## config.mk

```make
export PLATFORM = sky130hd
export DESIGN_NAME = lrb_regs
export DESIGN_NICKNAME = d
export VERILOG_FILES = /design/src/common/lrb_pkg.sv /design/src/verilog/lrb_buffer.sv /design/src/verilog/lrb_regs.sv
export VERILOG_INCLUDE_DIRS = /design/src /design/src/common
export SDC_FILE = /design/constraint.sdc
export NUM_CORES = 1
export LEC_CHECK = 0
export ABC_CLOCK_PERIOD_IN_PS = 10500
export BUFFER_PORTS_ARGS = -buffer_cell sky130_fd_sc_hd__buf_2
export CORE_MARGIN = 2
export CORE_UTILIZATION = 40
export CTS_BUF_LIST = sky130_fd_sc_hd__clkbuf_2
export DETAILED_ROUTE_END_ITERATION = 6
export HOLD_SLACK_MARGIN = 0.03
export PLACE_DENSITY = 0.58
export REMOVE_ABC_BUFFERS = 1
export SYNTH_ARGS = -nofsm -noshare
export SYNTH_HDL_FRONTEND = slang
export SYNTH_SLANG_ARGS = --single-unit
```

## constraint.sdc

```tcl
create_clock -name clk -period 10.5 [get_ports clk]
set_input_delay 2.1 -clock clk [delete_from_list [all_inputs] [get_ports clk]]
set_output_delay 2.1 -clock clk [all_outputs]
set_load 0.02 [all_outputs]
```

## src/common/lrb_cfg.svh

```systemverilog
// Purpose: offsets, field positions, reset values for the response buffer register block
// Assumes: byte-wide registers on a plain port
// Notes: offsets are local choices
`ifndef LRB_CFG_SVH
`define LRB_CFG_SVH
`define LRB_ADDR_W 4
`define LRB_OFF_LEN 4'h0
`define LRB_OFF_IDENT 4'h1
`define LRB_OFF_SEL 4'h2
`define LRB_OFF_DATA 4'h3
`define LRB_OFF_MODE 4'h4
`define LRB_OFF_STAT 4'h5
`define LRB_OFF_CLR 4'h6
`define LRB_OFF_IEN 4'h7
`define LRB_RX_LSB 0
`define LRB_TX_LSB 4
`define LRB_ID_LEN_LSB 4
`define LRB_PAR_LSB 6
`define LRB_HOLD_BIT 3
`define LRB_MAX_BYTES 4'h8
`define LRB_RST_BYTE 8'h00
`define LRB_ST_TX 0
`define LRB_ST_RX 1
`define LRB_ST_ERR 2
`endif

```

## src/common/lrb_pkg.sv

```systemverilog
// Purpose: types for the response buffer register block
// Assumes: none
// Notes: mode encodings
package lrb_pkg;
  typedef enum logic [1:0] {
    LRB_MODE_UART,
    LRB_MODE_LIN13,
    LRB_MODE_LIN21
  } lrb_mode_t;
endpackage

```

## src/verilog/lrb_buffer.sv

```systemverilog
// Purpose: eight-entry response byte store with one port each for software and engine
// Assumes: engine and software never write the same entry in one cycle
// Notes: software write wins on a clash
`timescale 1ns/100ps
`default_nettype none
module lrb_buffer #(
  parameter int DEPTH = 8,
  parameter int IW = 3
) (
  input wire logic clk,
  input wire logic rst,
  input wire logic sw_we,
  input wire logic [IW-1:0] sw_idx,
  input wire logic [7:0] sw_wdata,
  output logic [7:0] sw_rdata,
  input wire logic eng_we,
  input wire logic [IW-1:0] eng_idx,
  input wire logic [7:0] eng_wdata,
  output logic [7:0] eng_rdata
);
  logic [7:0] mem_r [DEPTH];
  genvar g;
  generate
    for (g = 0; g < DEPTH; g++) begin : g_ent
      always_ff @(posedge clk or posedge rst) begin
        if (rst) begin
          mem_r[g] <= 8'h00;
        end else if (sw_we && sw_idx == IW'(g)) begin
          mem_r[g] <= sw_wdata;
        end else if (eng_we && eng_idx == IW'(g)) begin
          mem_r[g] <= eng_wdata;
        end
      end
    end
  endgenerate
  assign sw_rdata = mem_r[sw_idx];
  assign eng_rdata = mem_r[eng_idx];
endmodule // lrb_buffer
`default_nettype wire

```

## src/verilog/lrb_regs.sv

```systemverilog
// Purpose: length, identifier, index select and data port registers of a LIN/UART controller
// Assumes: frame engine on the same clock; engine pulses are single cycle
// Notes: status sticky, write-one clear via separate clear register
//
// Contract
// - LIN rx count from field, clamped to eight
// - legacy length code gives 2,2,4,8 bytes
// - legacy mode uses identifier bits 3:0
// - newer mode six-bit identifier, length register only
// - parity bits 7:6 used in LIN
// - hold bit zero means auto increment
// - index bits 2:0 pick buffer entry
// - LIN data port accesses indexed buffer
// - UART data port is single byte
// - select and data reset to zero
// - LIN tx count from field, clamped
// - UART data write/read clears flags
//
// Our own choices: the address map and the strobed register port.
`timescale 1ns/100ps
`default_nettype none
`include "lrb_cfg.svh"
module lrb_regs
  import lrb_pkg::*;
#(
  parameter int DEPTH = 8,
  parameter int IW = 3
) (
  input wire logic clk,
  input wire logic rst,
  input wire logic [`LRB_ADDR_W-1:0] addr,
  input wire logic [7:0] wdata,
  input wire logic wr,
  input wire logic rd,
  output logic [7:0] rdata,
  output logic irq,
  input wire logic eng_tx_done,
  input wire logic eng_rx_done,
  input wire logic eng_error,
  input wire logic eng_we,
  input wire logic [IW-1:0] eng_idx,
  input wire logic [7:0] eng_wdata,
  output logic [7:0] eng_rdata,
  input wire logic [7:0] uart_rx_byte,
  input wire logic uart_rx_load,
  output logic [1:0] mode,
  output logic [3:0] rx_byte_count,
  output logic [3:0] tx_byte_count,
  output logic [5:0] frame_ident,
  output logic [1:0] ident_parity,
  output logic [7:0] uart_tx_byte,
  output logic uart_tx_start
);
  logic [7:0] frame_length_select_r;
  logic [7:0] frame_identifier_r;
  logic index_hold_r;
  logic [IW-1:0] buffer_index_r;
  logic [7:0] port_byte_r;
  lrb_mode_t mode_r;
  logic [2:0] status_r;
  logic [2:0] ien_r;
  logic [7:0] buf_sw_rdata;
  logic [7:0] eng_rdata_nxt;
  logic [3:0] rx_cnt_nxt;
  logic [3:0] tx_cnt_nxt;
  logic [3:0] legacy_bytes;
  logic [5:0] ident_nxt;
  logic is_lin;
  logic data_wr;
  logic data_rd;
  logic [2:0] stat_set;
  logic [2:0] stat_clr;
  logic [7:0] rdata_nxt;

  assign is_lin = (mode_r != LRB_MODE_UART);
  assign data_wr = wr && addr == `LRB_OFF_DATA;
  assign data_rd = rd && addr == `LRB_OFF_DATA;

  lrb_buffer #(
    .DEPTH(DEPTH),
    .IW(IW)
  ) u_buf (
    .clk(clk),
    .rst(rst),
    .sw_we(data_wr && is_lin),
    .sw_idx(buffer_index_r),
    .sw_wdata(wdata),
    .sw_rdata(buf_sw_rdata),
    .eng_we(eng_we && is_lin),
    .eng_idx(eng_idx),
    .eng_wdata(eng_wdata),
    .eng_rdata(eng_rdata_nxt)
  );

  // byte counts seen by the frame engine
  always_comb begin
    case (frame_identifier_r[`LRB_ID_LEN_LSB +: 2])
      2'b10: legacy_bytes = 4'h4;
      2'b11: legacy_bytes = 4'h8;
      default: legacy_bytes = 4'h2;
    endcase
    rx_cnt_nxt = frame_length_select_r[`LRB_RX_LSB +: 4];
    tx_cnt_nxt = frame_length_select_r[`LRB_TX_LSB +: 4];
    if (rx_cnt_nxt > `LRB_MAX_BYTES) begin
      rx_cnt_nxt = `LRB_MAX_BYTES;
    end
    if (tx_cnt_nxt > `LRB_MAX_BYTES) begin
      tx_cnt_nxt = `LRB_MAX_BYTES;
    end
    ident_nxt = frame_identifier_r[5:0];
    case (mode_r)
      LRB_MODE_LIN13: begin
        rx_cnt_nxt = legacy_bytes;
        tx_cnt_nxt = legacy_bytes;
        ident_nxt = {2'b00, frame_identifier_r[3:0]};
      end
      LRB_MODE_LIN21: begin
      end
      default: begin
        rx_cnt_nxt = 4'h0;
        tx_cnt_nxt = 4'h0;
        ident_nxt = 6'h00;
      end
    endcase
  end

  always_ff @(posedge clk or posedge rst) begin
    if (rst) begin
      rx_byte_count <= 4'h0;
      tx_byte_count <= 4'h0;
      frame_ident <= 6'h00;
      ident_parity <= 2'b00;
      mode <= 2'b00;
      eng_rdata <= 8'h00;
    end else begin
      rx_byte_count <= rx_cnt_nxt;
      tx_byte_count <= tx_cnt_nxt;
      frame_ident <= ident_nxt;
      ident_parity <= is_lin ? frame_identifier_r[`LRB_PAR_LSB +: 2] : 2'b00;
      mode <= mode_r;
      eng_rdata <= eng_rdata_nxt;
    end
  end

  // plain configuration registers
  always_ff @(posedge clk or posedge rst) begin
    if (rst) begin
      frame_length_select_r <= `LRB_RST_BYTE;
      frame_identifier_r <= `LRB_RST_BYTE;
      mode_r <= LRB_MODE_UART;
      ien_r <= 3'b000;
    end else if (wr) begin
      case (addr)
        `LRB_OFF_LEN: frame_length_select_r <= wdata;
        `LRB_OFF_IDENT: frame_identifier_r <= wdata;
        `LRB_OFF_MODE: begin
          case (wdata[1:0])
            2'b01: mode_r <= LRB_MODE_LIN13;
            2'b10: mode_r <= LRB_MODE_LIN21;
            default: mode_r <= LRB_MODE_UART;
          endcase
        end
        `LRB_OFF_IEN: ien_r <= wdata[2:0];
        default: begin
        end
      endcase
    end
  end

  // index select: explicit write or auto increment on data access
  always_ff @(posedge clk or posedge rst) begin
    if (rst) begin
      index_hold_r <= 1'b0;
      buffer_index_r <= '0;
    end else if (wr && addr == `LRB_OFF_SEL) begin
      index_hold_r <= wdata[`LRB_HOLD_BIT];
      buffer_index_r <= wdata[IW-1:0];
    end else if (is_lin && !index_hold_r && (data_wr || data_rd)) begin
      buffer_index_r <= buffer_index_r + 1'b1;
    end
  end

  // uart single data byte
  always_ff @(posedge clk or posedge rst) begin
    if (rst) begin
      port_byte_r <= `LRB_RST_BYTE;
      uart_tx_byte <= 8'h00;
      uart_tx_start <= 1'b0;
    end else begin
      uart_tx_start <= data_wr && !is_lin;
      if (data_wr && !is_lin) begin
        uart_tx_byte <= wdata;
      end
      if (uart_rx_load && !is_lin) begin
        port_byte_r <= uart_rx_byte;
      end
    end
  end

  // sticky status, set beats clear
  always_comb begin
    stat_set = 3'b000;
    stat_set[`LRB_ST_TX] = eng_tx_done;
    stat_set[`LRB_ST_RX] = eng_rx_done;
    stat_set[`LRB_ST_ERR] = eng_error;
    stat_clr = (wr && addr == `LRB_OFF_CLR) ? wdata[2:0] : 3'b000;
    if (data_wr && !is_lin) begin
      stat_clr[`LRB_ST_TX] = 1'b1;
    end
    if (data_rd && !is_lin) begin
      stat_clr[`LRB_ST_RX] = 1'b1;
      stat_clr[`LRB_ST_ERR] = 1'b1;
    end
  end

  always_ff @(posedge clk or posedge rst) begin
    if (rst) begin
      status_r <= 3'b000;
      irq <= 1'b0;
    end else begin
      status_r <= (status_r & ~stat_clr) | stat_set;
      irq <= |(((status_r & ~stat_clr) | stat_set) & ien_r);
    end
  end

  // read mux
  always_comb begin
    rdata_nxt = 8'h00;
    case (addr)
      `LRB_OFF_LEN: rdata_nxt = frame_length_select_r;
      `LRB_OFF_IDENT: rdata_nxt = frame_identifier_r;
      `LRB_OFF_SEL: rdata_nxt = {4'h0, index_hold_r, buffer_index_r};
      `LRB_OFF_DATA: rdata_nxt = is_lin ? buf_sw_rdata : port_byte_r;
      `LRB_OFF_MODE: rdata_nxt = {6'h00, mode_r};
      `LRB_OFF_STAT: rdata_nxt = {5'h00, status_r};
      `LRB_OFF_IEN: rdata_nxt = {5'h00, ien_r};
      default: rdata_nxt = 8'h00;
    endcase
  end

  always_ff @(posedge clk or posedge rst) begin
    if (rst) begin
      rdata <= 8'h00;
    end else begin
      rdata <= rd ? rdata_nxt : 8'h00;
    end
  end
endmodule // lrb_regs
`default_nettype wire

```

; ---- After elaboration in Yosys (flattened, before gate mapping)
; Cells that the tools add are included.
[word_totals]
register_bits = 144
wordCells = 150
inputBits = 40
out_inout_bits = 44
[op_classes]
n_reduce_logical = 48
n_mux = 38
n_eq_ne = 27
addsub = 1
n_bitwise = 6
magnitude_cmp = 4
[ops]
columns = operator, count
row1 = $mux 8, 22
row2 = $pmux 8 s7, 1
row3 = $bmux 8 s3, 2
row4 = $logic_and 1x1->1, 27
row5 = $eq 3x3->1 const B, 8
row6 = $pmux 4 s2, 3
row7 = $reduce_bool 2->1, 10
row8 = $eq 4x3->1 const B, 4
row9 = $eq 3x2->1 const B, 4
row10 = $pmux 6 s2, 1
row11 = $mux 3, 3
row12 = $eq 2x2->1 const B, 4
row13 = $eq 4x2->1 const B, 2
row14 = $ge 4x4->1 const B, 2
row15 = $gt 4x4->1 const B, 2
row16 = $mux 4, 2
row17 = $not 3->4, 2
row18 = $reduce_and 2->1, 4
row19 = $and 3x3->3, 2
row20 = $eq 3x1->1 const B, 2
row21 = $logic_not 3->1, 2
row22 = $eq 2x1->1 const B, 2
row23 = $eq 4x1->1 const B, 1
row24 = $logic_not 4->1, 1
row25 = 9 further kinds, 11

; ---- Longest topological paths before layout
[logic_depth]
word_depth = 9
mapped_depth = 9

; ---- Cells and area by module
; Synthesis repeated with hierarchy kept, for this count alone.
[hier_totals]
cells_unflattened = 611
hier_area_um2 = 7558.5
[by_module_without_submodules]
columns = mod, area_per_inst_um2, n_inst, cells_per_inst, seq_area_each_um2
row1 = lrb_buffer, 4186.5, 1, 363, 1601.5
row2 = lrb_regs, 3372.0, 1, 248, 2001.9

; ---- Worst setup path after synthesis
; OpenSTA, ideal clock, no wires.
[synth_path]
path_type = input to register
startpoint = in addr[0]
endpoint = reg uart_tx_byte[0]
required_time_ps = 10375
stages = 6
t_arrival_ps = 3237
setup_ps = 125
slack_ps = 7138
cell_sequence = buf_4 and4b_1 buf_2 and2_1 buf_2 mux2_2
[synth_between]
elab_chain_cells = 3
[synth_lines]
columns = item, line
row1 = "start, declared", lrb_regs.sv:31  ; input wire logic [`LRB_ADDR_W-1:0] addr,
row2 = $eq 4x2->1, n/a
row3 = $logic_and 1x1->1 (no source line), n/a
row4 = $logic_and 1x1->1, lrb_regs.sv:191  ; if (data_wr && !is_lin) begin
row5 = "end signal, assigned", lrb_regs.sv:192  ; uart_tx_byte <= wdata;
row6 = "end, declared", lrb_regs.sv:51  ; output logic [7:0] uart_tx_byte,
; No other way between the ends.
; A chain may end at the register's enable or synchronous reset.

; ---- Final worst setup path
[layout_path]
startpoint = reg uart_tx_byte[5]
endpoint = out uart_tx_byte[5]
; No word-level cell between the ends.

==> metrics.yaml <==
power_leakage_nw: 3.821
ys_seq_area_frac: 0.4830
syn_avg_cell_area_sq_um: 11.92
htreeDepth: 4
yosys.area.top_type_share: 0.4830
crit_family: "flip-flops"
rr_startpoint: "mode_r[0]$_DFFE_PP0P_"
via_per_inst: 5.676
clkLatencyLatePin_ps: 770
design.die.area_sq_um: 19760
dp_slack_ps: 6372
crit_end: "uart_tx_byte[5]"
dr.pass1.iters: 6
critical_path.max_stage_delay_ps: 440
postSynth.asyncResetShare: 1.000
crit_type: "flip-flop to output port"
reg2reg_depth: 6
syn2layout_area_growth_pct: 10.08
dpl.hpwl_microns: 13040
fin_ws_ps: 7033
rsz0062_at_grt: "no"
clk_pin_slew_ps: 210
cp-end-kind: "output port"
ys_ff_latch: 144
reg2reg_slack_ps: 7700
first_iter_violations: 484
die_y_microns: 140.6
gp_congestion: 0.8361
portBuffers: 83
relSlewSlack: 0.3416
path_buf_inv: 1
layout_commonest_cell: "dfrtp_1"
wl_per_cell_microns: 21.13
vias: 5273
cts_tree: "yes"
grt_pass1_wl_microns: 30260
vdd_drop_max_uv: 74.00
fin_nets: 736
yosysUniqueCellTypes: 55
yosysWarningCount: 0
slew_viol_final: 0
grt_remaining_overflow: 0
total_power_w: 0.001747
drt_wl_total_microns: 19630
finalHoldViolCount: 0
worst_hold_slack_ps: 525.8
cp_cell_sequence: "buf_2"
crit_path_start: "uart_tx_byte[5]$_DFFE_PP0P_"
ioPinCount: 84
holdCritPathClass: "flip-flop to flip-flop"
cts_hold_buffers: 0
crit_required_ps: 8400
drc: 0
arrival_ps: 1370
clockBufferDepth: 2
netlist_instances: 626
synth_largest_area_cell: "dfrtp_1"
drive_gt1_frac: 0.3052
synth-edff-count: 0
gr-usage-all-layers: 0.2041
num_rows: 49
maxCapViolations: 0
clock.fmax_ghz: 0.2885
cts_buffers: 17
numClockSinks: 144
grt_pass1_vias: 5283
post-route-min-period_ps: 3467
ant_nets: 0
start_util: 0.4111
crit_path_max_fanout: 2
grt_antenna_before_repair: 2
fin_area_sq_um: 8213
coreArea_sq_um: 18150
syn_area_sq_um: 7461
worst_pin_slew_ps: 980.2
final_cell_mix: "dfrtp_1, buf_2, mux2i_1, nor2_1, mux2_2"
post-route-period-util: 0.3302
critPathSlowestCell: "dfrtp_1"
dpl_cell_area_sq_um: 7973
synth-main-ff-cell: "dfrtp_1"
die_w_microns: 140.6
post_cts_resized: 0
synthTopCellsByArea: "dfrtp_1, mux2i_1, mux4_2"
power.density_nw_per_um2: 212.7
start_kind: "flip-flop"
status: "completed"
crit_cells: 1
reg2reg_to: "u_buf.mem_r[60]$_DFFE_PP0P_"
hp-start: "uart_tx_byte[7]$_DFFE_PP0P_"
root_buffer: "clkbuf_2"
grt_max_degree: 78
cts_setup_buffers: 0
tns_ps: 0
setup_viol: 0
clock_skew_ps: 41.41
==> worst register-to-register path, cell delays in order (launching register included) <==
cell	delay, ps
dfrtp_1	520
inv_1	110
ha_1	440
nor2_1	430
nand4_1	760
nor2_1	330
a21oi_1	60
==> metal layers <==
| metal | share of wire | up-vias | GRT usage |
|---|---|---|---|
| li1 | - | 2396 | - |
| met1 | 0.44 | 2658 | 0.2721 |
| met2 | 0.49 | 190 | 0.3338 |
| met3 | 0.054 | 29 | 0.04348 |
| met4 | 0.019 | 0 | 0.07105 |
| met5 | 0 | - | 0 |
==> state kept, by name (all words and copies together), names as in the netlist, 3 cells and up <==
signal,flops
tx_byte_count,4
ien_r,3
uart_tx_byte,8
frame_identifier_r,8
rx_byte_count,4
u_buf.mem_r,64
rdata,8
eng_rdata,8
buffer_index_r,3
status_r,3
port_byte_r,8
frame_ident,6
frame_length_select_r,8
==> stage by stage <==
stage,utilization,cells
detailed placement,0.4393,897
finish,0.4526,929
floorplan,-,582
global placement,0.4393,897
global route,0.4526,929
CTS,0.4523,927
==> Yosys cell counts (2+ instances only) <==
master / number
inv_2: 2
nor2b_1: 9
buf_1: 8
o21ai_1: 4
o22a_1: 5
a21o_1: 2
o21ai_0: 20
nand4_1: 5
a21oi_1: 50
dfrtp_1: 144
mux2i_1: 74
buf_6: 2
nor3_4: 2
clkbuf_1: 12
buf_2: 18
a21boi_0: 6
nand2b_1: 2
buf_4: 4
o22ai_1: 4
nor3b_1: 5
and4_1: 3
nor2_1: 56
a31o_2: 2
nand2_1: 33
mux4_2: 32
and2_1: 10
inv_1: 9
a221oi_1: 3
mux2_2: 53
nand3_1: 12
nand3b_1: 2
a31oi_1: 2
ha_1: 9
==> power breakdown <==
part / internal [W] / switching [W] / total, W / leakage (nW)
combinational: 0.000304 / 0.000286 / 0.000590 / 1.87
clock: 0.000128 / 0.000206 / 0.000334 / 0.129
sequential: 0.000710 / 0.000113 / 0.000823 / 1.83
==> kinds of logic (layout without fill, tap and decap cells) <==
group | Yosys count | count (layout) | share of synthesized area
compound gates | 107 | 107 | 0.08570
simple gates | 151 | 151 | 0.1045
xor+xnor | 1 | 1 | 0.001174
buf+inv | 55 | 127 | 0.03471
flops | 144 | 144 | 0.4830
other cells | 0 | 2 | 0
mux | 159 | 159 | 0.2759
fa+ha+maj | 9 | 9 | 0.01509
==> cell type report <==
type                    count  area (sq um)
clock inverters            12         145.1
multi-input cells         427          3598
flip-flops and latches    144          3603
well taps                 229         286.5
repair buffers             86         437.9
clock buffers              18         90.09
fillers                  1713          9935
diodes                      2         5.005
inverters                  11         46.29
==> worst min path at each step <==
stage	cells after the start	slack (ps)	to
floorplan	0	420	mode[1]$_DFF_PP0_
global placement	1	490	uart_tx_byte[6]$_DFFE_PP0P_
detailed placement	1	490	uart_tx_byte[7]$_DFFE_PP0P_
CTS	1	530	uart_tx_byte[7]$_DFFE_PP0P_
global route	1	550	port_byte_r[5]$_DFFE_PP0P_
finish	1	530	uart_tx_byte[7]$_DFFE_PP0P_
Power figures use the tool's default switching activity.
